<file path="config.mk">
export PLATFORM = sky130hd
export DESIGN_NAME = edstx_tx
export DESIGN_NICKNAME = d
export VERILOG_FILES = /design/src/hdl/edstx_pkg.sv /design/src/hdl/edstx_fifo.sv /design/src/hdl/edstx_tx.sv
export SDC_FILE = /design/constraint.sdc
export NUM_CORES = 2
export LEC_CHECK = 0
export BUFFER_PORTS_ARGS = -buffer_cell sky130_fd_sc_hd__buf_2
export CORE_UTILIZATION = 40
export CTS_BUF_LIST = sky130_fd_sc_hd__clkbuf_16
export CTS_CLUSTER_SIZE = 40
export DETAILED_ROUTE_END_ITERATION = 16
export PLACE_DENSITY = 0.66
export SYNTH_ARGS = -nofsm -noshare
export SYNTH_HDL_FRONTEND = slang
export SYNTH_SLANG_ARGS = --single-unit
</file>
<file path="constraint.sdc">
create_clock -name clock -period 149 [get_ports clock]
set_input_delay 0 -clock clock [delete_from_list [all_inputs] [get_ports clock]]
set_output_delay 0 -clock clock [all_outputs]
set_load 0.02 [all_outputs]
</file>
<file path="src/hdl/edstx_pkg.sv">
// Purpose: constants and types for the emulated differential serializer
// Assumes: one 40 MHz clock; each clock cycle is one serial bit time
// Notes: fast clock edges are modelled as successive bit cycles, one edge per bit
package edstx_pkg;

    // ------------------------------------------------------------
    // sizes
    // ------------------------------------------------------------
    localparam int MAX_CHANNELS = 18;
    localparam int MAX_FACTOR = 10;
    localparam int WORD_WIDTH = MAX_CHANNELS * MAX_FACTOR;
    localparam int FIFO_DEPTH = 8;
    localparam logic [3:0] MIN_FACTOR_CODE = 4'h1;
    localparam logic [3:0] MAX_FACTOR_CODE = 4'hA;
    localparam logic [4:0] MAX_CHANNEL_CODE = 5'h12;

    // ------------------------------------------------------------
    // timing
    // ------------------------------------------------------------
    localparam int CLOCK_MHZ = 40;
    localparam int BIT_RATE_MBPS = CLOCK_MHZ;
    localparam int LVDS_MAX_MBPS = 304;
    localparam int RSDS_MAX_MBPS = 200;
    localparam logic LVDS_RATE_OK = (BIT_RATE_MBPS <= LVDS_MAX_MBPS);
    localparam logic RSDS_RATE_OK = (BIT_RATE_MBPS <= RSDS_MAX_MBPS);

    // ------------------------------------------------------------
    // encodings
    // ------------------------------------------------------------
    localparam logic STANDARD_EMULATED_LVDS = 1'b0;
    localparam logic STANDARD_EMULATED_RSDS = 1'b1;

    typedef enum logic [1:0] {
        EDSTX_IDLE = 2'b01,
        EDSTX_SEND = 2'b10
    } edstx_state_type;

endpackage

</file>
<file path="src/hdl/edstx_fifo.sv">
// Purpose: small first-in first-out buffer in front of the serializer
// Assumes: synchronous inputs, one clock
// Notes: ready and valid on both sides; full and empty are exact
`timescale 1ns/1ps
module edstx_fifo #(
    parameter int WIDTH = 8,
    parameter int DEPTH = 8
)
(
    // clock and resets
    input wire logic clock,
    input wire logic rst,
    input wire logic data_reset,
    input wire logic clock_enable,
    // fill side
    input wire logic in_valid,
    output logic in_ready,
    input wire logic [WIDTH-1:0] in_data,
    // drain side
    output logic out_valid,
    input wire logic out_ready,
    output logic [WIDTH-1:0] out_data
);
    localparam int AW = $clog2(DEPTH);

    typedef struct packed {
        logic [DEPTH-1:0][WIDTH-1:0] mem;
        logic [AW-1:0] wr_index;
        logic [AW-1:0] rd_index;
        logic [AW:0] count;
    } edstx_fifo_type;

    edstx_fifo_type s;
    edstx_fifo_type next_s;
    logic push;
    logic pop;

    assign in_ready = (s.count != (AW+1)'(DEPTH));
    assign out_valid = (s.count != '0);
    assign out_data = s.mem[s.rd_index];
    assign push = in_valid && in_ready;
    assign pop = out_valid && out_ready;

    always_comb
    begin
        next_s = s;
        if (push)
        begin
            next_s.mem[s.wr_index] = in_data;
            next_s.wr_index = (s.wr_index == AW'(DEPTH - 1)) ? '0 : s.wr_index + 1'b1;
        end
        if (pop)
        begin
            next_s.rd_index = (s.rd_index == AW'(DEPTH - 1)) ? '0 : s.rd_index + 1'b1;
        end
        if (push && !pop)
        begin
            next_s.count = s.count + 1'b1;
        end
        else if (pop && !push)
        begin
            next_s.count = s.count - 1'b1;
        end
    end

    always_ff @(posedge clock or posedge data_reset)
    begin
        if (data_reset)
        begin
            s <= '0;
        end
        else if (rst)
        begin
            s <= '0;
        end
        else if (clock_enable)
        begin
            s <= next_s;
        end
    end

endmodule // edstx_fifo

</file>
<file path="src/hdl/edstx_tx.sv">
// Purpose: parallel to serial transmitter for pseudo-differential pin pairs
// Assumes: each clock cycle is one serial bit, i.e. one fast clock edge
// Notes: parallel words are buffered; channels above the count idle low
`timescale 1ns/1ps
module edstx_tx
(
    // clock, resets, enable
    input wire logic clock,
    input wire logic rst,
    input wire logic data_reset,
    input wire logic clock_enable,
    // configuration
    input wire logic [3:0] factor,
    input wire logic [4:0] channel_count,
    input wire logic standard_select,
    // parallel words from the user's synchronization register
    input wire logic word_valid,
    output logic word_ready,
    input wire logic [edstx_pkg::WORD_WIDTH-1:0] word_data,
    // serial pin pairs
    output logic [edstx_pkg::MAX_CHANNELS-1:0] serial_p,
    output logic [edstx_pkg::MAX_CHANNELS-1:0] serial_n,
    // clock images and status
    output logic fast_phase,
    output logic load_clock,
    output logic word_taken,
    output logic underrun,
    output logic busy,
    output logic rate_ok
);

    // ------------------------------------------------------------
    // state
    // ------------------------------------------------------------
    typedef struct packed {
        edstx_pkg::edstx_state_type state;
        logic [edstx_pkg::WORD_WIDTH-1:0] word;
        logic [3:0] bit_index;
        logic [3:0] factor_q;
        logic [4:0] channels_q;
        logic [edstx_pkg::MAX_CHANNELS-1:0] serial_p;
        logic [edstx_pkg::MAX_CHANNELS-1:0] serial_n;
        logic fast_phase;
        logic load_clock;
        logic word_taken;
        logic underrun;
        logic busy;
        logic rate_ok;
        logic fill_ready;
    } edstx_tx_type;

    localparam edstx_tx_type RESET_STATE = '{
        state: edstx_pkg::EDSTX_IDLE,
        word: '0,
        bit_index: 4'h0,
        factor_q: edstx_pkg::MIN_FACTOR_CODE,
        channels_q: 5'h00,
        serial_p: '0,
        serial_n: '1,
        fast_phase: 1'b0,
        load_clock: 1'b0,
        word_taken: 1'b0,
        underrun: 1'b0,
        busy: 1'b0,
        rate_ok: 1'b0,
        fill_ready: 1'b0
    };

    edstx_tx_type s;
    edstx_tx_type next_s;

    // ------------------------------------------------------------
    // buffer between user words and the serializer
    // ------------------------------------------------------------
    logic fifo_in_ready;
    logic fifo_valid;
    logic [edstx_pkg::WORD_WIDTH-1:0] fifo_data;
    logic drain_ready;
    logic last_bit;
    logic [3:0] factor_clamped;
    logic [4:0] channels_clamped;

    edstx_fifo #(
        .WIDTH(edstx_pkg::WORD_WIDTH),
        .DEPTH(edstx_pkg::FIFO_DEPTH)
    ) u_fifo (
        .clock(clock),
        .rst(rst),
        .data_reset(data_reset),
        .clock_enable(clock_enable),
        .in_valid(word_valid && s.fill_ready),
        .in_ready(fifo_in_ready),
        .in_data(word_data),
        .out_valid(fifo_valid),
        .out_ready(drain_ready),
        .out_data(fifo_data)
    );

    // ------------------------------------------------------------
    // configuration clamp
    // ------------------------------------------------------------
    always_comb
    begin
        if (factor < edstx_pkg::MIN_FACTOR_CODE)
        begin
            factor_clamped = edstx_pkg::MIN_FACTOR_CODE;
        end
        else if (factor > edstx_pkg::MAX_FACTOR_CODE)
        begin
            factor_clamped = edstx_pkg::MAX_FACTOR_CODE;
        end
        else
        begin
            factor_clamped = factor;
        end
        if (channel_count > edstx_pkg::MAX_CHANNEL_CODE)
        begin
            channels_clamped = edstx_pkg::MAX_CHANNEL_CODE;
        end
        else
        begin
            channels_clamped = channel_count;
        end
    end

    // ------------------------------------------------------------
    // word boundary: a new word is taken after the last bit
    // ------------------------------------------------------------
    assign last_bit = (s.bit_index == (s.factor_q - 4'h1));
    assign drain_ready = (s.state == edstx_pkg::EDSTX_IDLE) || last_bit;

    always_comb
    begin
        int pos;
        logic bit_value;
        pos = 0;
        bit_value = 1'b0;
        next_s = s;
        next_s.word_taken = 1'b0;
        next_s.underrun = 1'b0;
        // ready registered, so the word_ready output is a flop; it drops for one cycle after each accepted word
        next_s.fill_ready = fifo_in_ready && !(word_valid && s.fill_ready);
        next_s.rate_ok = (standard_select == edstx_pkg::STANDARD_EMULATED_RSDS) ?
            edstx_pkg::RSDS_RATE_OK :
            edstx_pkg::LVDS_RATE_OK;
        case (s.state)
            edstx_pkg::EDSTX_IDLE:
            begin
                if (fifo_valid)
                begin
                    next_s.state = edstx_pkg::EDSTX_SEND;
                    next_s.word = fifo_data;
                    next_s.bit_index = 4'h0;
                    next_s.factor_q = factor_clamped;
                    next_s.channels_q = channels_clamped;
                    next_s.load_clock = ~s.load_clock;
                    next_s.word_taken = 1'b1;
                end
            end
            edstx_pkg::EDSTX_SEND:
            begin
                if (last_bit)
                begin
                    if (fifo_valid)
                    begin
                        next_s.word = fifo_data;
                        next_s.bit_index = 4'h0;
                        next_s.factor_q = factor_clamped;
                        next_s.channels_q = channels_clamped;
                        // toggling once per word gives period of two words
                        next_s.load_clock = ~s.load_clock;
                        next_s.word_taken = 1'b1;
                    end
                    else
                    begin
                        next_s.state = edstx_pkg::EDSTX_IDLE;
                        next_s.underrun = 1'b1;
                    end
                end
                else
                begin
                    next_s.bit_index = s.bit_index + 4'h1;
                end
            end
            default:
            begin
                next_s.state = edstx_pkg::EDSTX_IDLE;
            end
        endcase
        next_s.busy = (next_s.state == edstx_pkg::EDSTX_SEND);

        // serial bits, one per cycle per channel
        for (int c = 0; c < edstx_pkg::MAX_CHANNELS; c++)
        begin
            // channel c owns bits [c*factor +: factor], MSB first
            pos = c * int'(next_s.factor_q) + int'(next_s.factor_q) - 1
                - int'(next_s.bit_index);
            if (next_s.busy && (c < int'(next_s.channels_q)) && (pos >= 0)
                && (pos < edstx_pkg::WORD_WIDTH))
            begin
                bit_value = next_s.word[pos];
            end
            else
            begin
                bit_value = 1'b0;
            end
            next_s.serial_p[c] = bit_value;
            next_s.serial_n[c] = ~bit_value;
        end

        // fast clock image flips each bit; absent for factor one
        if (next_s.busy && (next_s.factor_q != edstx_pkg::MIN_FACTOR_CODE))
        begin
            next_s.fast_phase = ~s.fast_phase;
        end
        else
        begin
            next_s.fast_phase = 1'b0;
        end
    end

    // ------------------------------------------------------------
    // registers
    // ------------------------------------------------------------
    always_ff @(posedge clock or posedge data_reset)
    begin
        if (data_reset)
        begin
            s <= RESET_STATE;
        end
        else if (rst)
        begin
            s <= RESET_STATE;
        end
        else if (clock_enable)
        begin
            s <= next_s;
        end
    end

    // ------------------------------------------------------------
    // outputs
    // ------------------------------------------------------------
    assign word_ready = s.fill_ready;
    assign serial_p = s.serial_p;
    assign serial_n = s.serial_n;
    assign fast_phase = s.fast_phase;
    assign load_clock = s.load_clock;
    assign word_taken = s.word_taken;
    assign underrun = s.underrun;
    assign busy = s.busy;
    assign rate_ok = s.rate_ok;

endmodule // edstx_tx
</file>
==> Yosys cells after proc, flatten, opt, wreduce, memory -nomap -nowiden <==
Cells that the tools add are included.
{ "totals": {"register_bits": 1688, "output_inout_bits": 43} }
{ "op_classes": {"n_addsub": 59, "mul": 12, "order_cmp": 78, "n_eq_ne": 9, "n_mux": 104, "n_bitwise": 20, "reduce_logical": 76} }
{ "op_table": {"columns": ["operator", "count"], "rows": [
  ["1450-bit two-way mux", 2],
  ["1443-bit two-way mux", 1],
  ["1440-bit bitwise mux", 1],
  ["180-bit binary-select mux with 3-bit select", 1],
  ["180-bit demux with 3-bit select", 1],
  ["238-bit two-way mux", 2],
  ["193-bit one-hot mux with 2 select lines", 1],
  ["180-bit two-way mux", 2],
  ["195-bit two-way mux", 1],
  ["193-bit two-way mux", 1],
  ["182-bit two-way mux", 1],
  ["1-bit binary-select mux with 8-bit select", 18],
  ["11-bit by 1-bit >= comparator with 1-bit output (second input constant)", 8],
  ["11-bit by 10-bit < comparator with 1-bit output (second input constant)", 8],
  ["11-bit by 9-bit < comparator with 1-bit output (second input constant)", 8],
  ["10-bit by 5-bit subtractor with 11-bit output", 8],
  ["9-bit by 1-bit subtractor with 10-bit output (second input constant)", 8],
  ["8-bit by 4-bit adder with 9-bit output", 8],
  ["1-bit logical AND", 62],
  ["1-bit two-way mux", 57],
  ["10-bit by 1-bit >= comparator with 1-bit output (second input constant)", 4],
  ["10-bit < comparator (second input constant)", 4],
  ["10-bit by 9-bit < comparator with 1-bit output (second input constant)", 4],
  ["4-bit by 5-bit < comparator with 1-bit output (first input constant)", 8],
  ["69 further kinds", 139]
]} }

==> Longest topological paths before layout <==
{ "logic_depth": {"word_depth": 17, "mapped_depth": 31} }

==> Hierarchy <==
From an unflattened synthesis, not the netlist that was laid out.
{ "hier_totals": {"cells_unflattened": 11359, "area_unflattened_um2": 105332.3} }
{ "modules_own_cells": {"columns": ["module", "instances", "cells_each", "area_each_um2", "seq_area_each_um2"], "rows": [
  ["edstx_fifo", 1, 7153, 68491.9, 36284.8],
  ["edstx_tx", 1, 4206, 36840.3, 5980.7]
]} }

==> Worst setup path after synthesis <==
Ideal clock, no wire load.
{ "synth_path": {"path_kind": "register to register", "start": "register s[48] (netlist bit)", "end": "register s, in the netlist serial_p[15]", "setup_ns": 0.065, "arrival_ns": 7.363, "required_time_ns": 148.935, "slack_ns": 141.573, "stages_incl_launch_ff": 29, "n_path_buf": 0, "synth_period_minus_slack_ns": 7.427, "path_cell_list": "dfstp_2 > inv_1 > ha_1 > xnor2_2 > nor3_4 > nand3_4 > a32oi_2 > inv_1 > fa_1 > inv_1 > xnor2_1 > inv_1 > fa_1 > inv_1 > ha_1 > inv_1 > fa_1 > inv_1 > ha_1 > inv_1 > nor2_1 > nor2_1 > xor2_1 > nor3_1 > a221o_1 > nor3_1 > a2111oi_0 > nor4_1 > a21o_1"} }
{ "synth_via": {"elab_chain_len": 14, "elab_cells_between_ends": 26, "cone_classes": "4 x add/sub; 1 x mul; 3 x order compare; 2 x eq/ne; 13 x mux; 3 x reduce/logical"} }
{ "synth_lines": {"columns": ["item", "line", "rtl"], "rows": [
  ["start: declaration", "edstx_tx.sv:69", "edstx_tx_type s;"],
  ["start signal: assignment", "edstx_tx.sv:237", "s <= next_s;"],
  ["4-bit by 1-bit subtractor with 4-bit output", "edstx_tx.sv:129", "assign last_bit = (s.bit_index == (s.factor_q - 4'h1));"],
  ["4-bit == test", "edstx_tx.sv:129", null],
  ["9-bit two-way mux", "edstx_tx.sv:162", "if (last_bit)"],
  ["193-bit one-hot mux with 2 select lines", "edstx_tx.sv:146", "case (s.state)"],
  ["4-bit by 4-bit multiplier with 8-bit output", "edstx_tx.sv:196", "pos = c * int'(next_s.factor_q) + int'(next_s.factor_q) - 1"],
  ["8-bit by 4-bit adder with 9-bit output", "edstx_tx.sv:196", null],
  ["9-bit by 1-bit subtractor with 10-bit output", "edstx_tx.sv:196", null],
  ["10-bit by 5-bit subtractor with 11-bit output", "edstx_tx.sv:197", "- int'(next_s.bit_index);"],
  ["1-bit binary-select mux with 8-bit select / 11-bit by 1-bit >= comparator with 1-bit output (equally long branches)", "edstx_tx.sv:201, edstx_tx.sv:198", null],
  ["1-bit two-way mux (not written as such) / 1-bit logical AND (equally long branches)", "edstx_tx.sv:201, edstx_tx.sv:198", null],
  ["1-bit two-way mux (not written as such) / 1-bit logical AND (equally long branches)", "edstx_tx.sv:201, edstx_tx.sv:199", null],
  ["1-bit two-way mux (*)", "edstx_tx.sv:198", "if (next_s.busy && (c < int'(next_s.channels_q)) && (pos >= 0)"],
  ["238-bit two-way mux (*)", "edstx_tx.sv:235", "else if (clock_enable)"],
  ["238-bit two-way mux (*)", "edstx_tx.sv:231", "else if (rst)"]
]} }
Mark *: on every way between the ends. The rest lies on a longest branch, timed or not. The select of a mux whose other input is x is not followed.
A chain may end at the register's enable or synchronous reset.

==> Worst setup path after layout <==
Same ends and word-level chain as after synthesis.

==> run summary <==
Status -> complete, but fails checks
Violated checks -> max-capacitance violations, max-slew violations
TritonCTS buffer count -> 182
Worst Clk Skew -> 0.138 ns
Worst-path clk slew -> 0.06 ns
Std-Cell Rows -> 186
Wire length of the first global-routing pass -> 583 mm
Final setup violating endpoints -> 0
Total core area -> 0.257 mm2
Worst Path Buf+Inv -> 11
Crit path arrival time -> 11.26 ns
Period utilization -> 7.08%
GP Congestion -> 1.08
Die area -> 0.261 mm2
Worst R2R Path Depth -> 31
Synth async-reset ratio -> 100%
DR pass1 iterations -> 9
Remaining DRCs -> 0
Overall routed net length -> 392 mm
Min-Delay Endpoint -> u_fifo.s[875]
Crit Reg-Reg Startpoint -> s[48]
Reg2reg setup slack -> 138.45 ns
IO Pins -> 238
Critical Path Sink Type -> flop
Worst skew pair latency -> 0.90 ns
Max Used Layer -> met5
Netlist cell types -> 109
RSZ-0062 raised after global routing -> no
Initial antenna violation count -> 34
Slowest cell on crit path -> nor4_1
Vias -> 91606
Detailed placement HPWL -> 247 mm
Most used cell, CP -> inv_1
Met2 WL -> 173 mm
Ys Warns -> 0
Worst Hold Depth -> 4
Top FF cell, synth -> dfrtp_1
Commonest cells after routing, fill and taps aside -> nand2_1, dfrtp_1, a21oi_1
H-tree levels -> 4
Startpoint type of the worst setup path -> flop
Reg area -> 0.0423 mm2
ANT nets after route -> 0
Root Driver -> clkbuf_16
FF+latch count, synth -> 1688
Max Clk Rate -> 0.0947 GHz
Slew Limit Fails -> 2
Post-synth net total -> 11436
CTS tree -> yes
Total gr overflow -> 0
CP max FO -> 46
Layout Nets -> 11426
Area of the multi-input gates -> 0.0559 mm2
Via density -> 6.28
Starting DRT DRC Count -> 12604
Fillcell total -> 23753
Commonest non-fill, non-tap cell in the layout -> nand2_1
Final setup TNS -> 0 ns
Hold WC Path Type -> in2reg
Post-route minimum period -> 10.55 ns
Largest net degree at the start of global routing -> 238
Worst R2R End -> serial_p[15]
Drt wl/cell -> 26.9 um
Fin. Hold Viols -> 0
Metal1 wirelength -> 153 mm
WP depth -> 31
Clock sinks -> 1688
Gate Count Post-Synth -> 11043
Max-cap check violation count -> 1
Via count of the first global-routing pass -> 89726
Post-Syn Area -> 0.104 mm2
Synthesis-to-finish area growth -> 12.6%
Max clock buf depth -> 3
Post-synth EDFFs -> 0
CP max stage delay -> 0.92 ns
Worst Max-Slew Pin Slew -> 1.50 ns
Crit path max-delay family -> adder cells
Initial Util -> 40.3%
Share of layout cells above drive strength 1 -> 15.5%
Port bufs -> 236
Worst relative slew slack -> -0.360%
Worst path required time -> 149.70 ns
Syn Area/Cell -> 9.38 um2
Crit path kind -> reg2reg
Die Ht -> 511 um
Met3 wire length -> 45.7 mm
Tot GR Track Use -> 29.3%
Hold path startpoint -> word_data[145]
Die Span X -> 511 um
Seq/Total Area, Yosys -> 40.8%
## final cells by class
class | instances | area share [%]
antenna | 20 | 0.0429
clock buffer | 184 | 3.95
clock inverter | 146 | 1.30
inverter | 132 | 0.435
multi-input combinational | 8102 | 47.9
sequential | 1688 | 36.3
tap | 3384 | 3.63
timing repair buffer | 927 | 6.48
## sequential cells by signal, summed over array words and instances (netlist names)
register,cells
load_clock,1
u_fifo.s,1450
busy,1
word_taken,1
serial_n,18
s,195
serial_p,18
word_ready,1
rate_ok,1
underrun,1
fast_phase,1
## through the flow
stage | setup WS [ns] | utilization (%) | hold WS (ns) | cells | cell area [um2]
final | 138.45 | 45.3 | 0.0537 | 14583 | 117000
after global routing | 138.09 | 45.3 | 0.0415 | 14569 | 117000
after CTS | 138.64 | 45.3 | 0.0000279 | 14563 | 117000
after detailed placement | 138.70 | 41.4 | 0.185 | 13835 | 106000
after global placement | 138.73 | 41.4 | 0.166 | 13835 | 106000
after floorplan | 101.39 | - | 0.145 | 11043 | 104000
## cell families after synthesis
| logic type | after synthesis | share of synthesized area [%] |
|---|---|---|
| AOI/OAI and AO/OA | 2618 | 15.7 |
| xor gates and xnor gates | 220 | 1.98 |
| adders and majority gates | 200 | 2.67 |
| buffers and inverters | 1253 | 5.64 |
| DFF | 1688 | 40.8 |
| muxes | 1051 | 17.7 |
| and+or+nand+nor | 4013 | 15.5 |
## worst register-to-register path, delay by kind of cell, from the launching register on
family                     cells  cell delay (ns)
buffers and inverters         11             1.83
adders and majority gates      6             2.63
DFF                            1             0.61
xor gates and xnor gates       3             1.58
AOI/OAI and AO/OA              5             1.29
and+or+nand+nor                6             2.56
## what timing repair did
item,in CTS,in global routing
buffers inserted,0,0
resized for setup,0,0
endpoints found under the hold margin,1601,0
hold buffers,398,0
## metal layers
metal | GRT usage [%] | vias up
met3 | 8.02 | 1082
met2 | 43.8 | 5536
met1 | 39.1 | 45957
met4 | 14.9 | 42
met5 | 0 | -
li1 | - | 38989
## worst max-delay path by stage
stage / startpoint / to / slack, ns
2_1_floorplan: data_reset / busy / 101.39
3_3_place_gp: s[48] / serial_p[15] / 138.73
3_5_place_dp: s[48] / serial_p[15] / 138.70
4_1_cts: s[48] / serial_p[15] / 138.64
5_1_grt: s[48] / serial_p[15] / 138.09
6_report: s[48] / serial_p[15] / 138.45
## Yosys cell counts, types with 20 or more instances
master	number	area, um2
a211oi_1	231	1730
mux2_2	197	2220
clkbuf_1	712	2670
a31oi_1	32	200
a22o_1	47	412
a22oi_1	27	203
nand2_1	3151	11800
buf_1	46	173
or3_1	26	163
nor2b_1	28	175
and3_1	31	194
dfrtp_1	1668	41700
inv_1	126	473
mux2i_1	249	2490
buf_2	114	571
buf_4	234	1760
o31ai_1	20	150
o21ai_0	93	465
nand2b_1	30	188
xor2_1	76	666
nand3_1	85	425
o22ai_1	32	200
a221oi_1	30	263
dfstp_2	20	526
a32o_1	33	330
nor2_1	422	1580
o211ai_1	38	285
nor4_1	20	125
xnor2_1	134	1170
fa_1	36	721
a32oi_1	169	1480
ha_1	162	2030
a21o_1	60	450
nor3_1	88	440
mux4_2	601	13500
a21oi_1	1577	7890
nand4_1	32	200
a221o_1	25	250
Power is left out: the tool's default activity adds up to more than one toggle a clock period on the data nets, which glitch-free logic cannot reach.
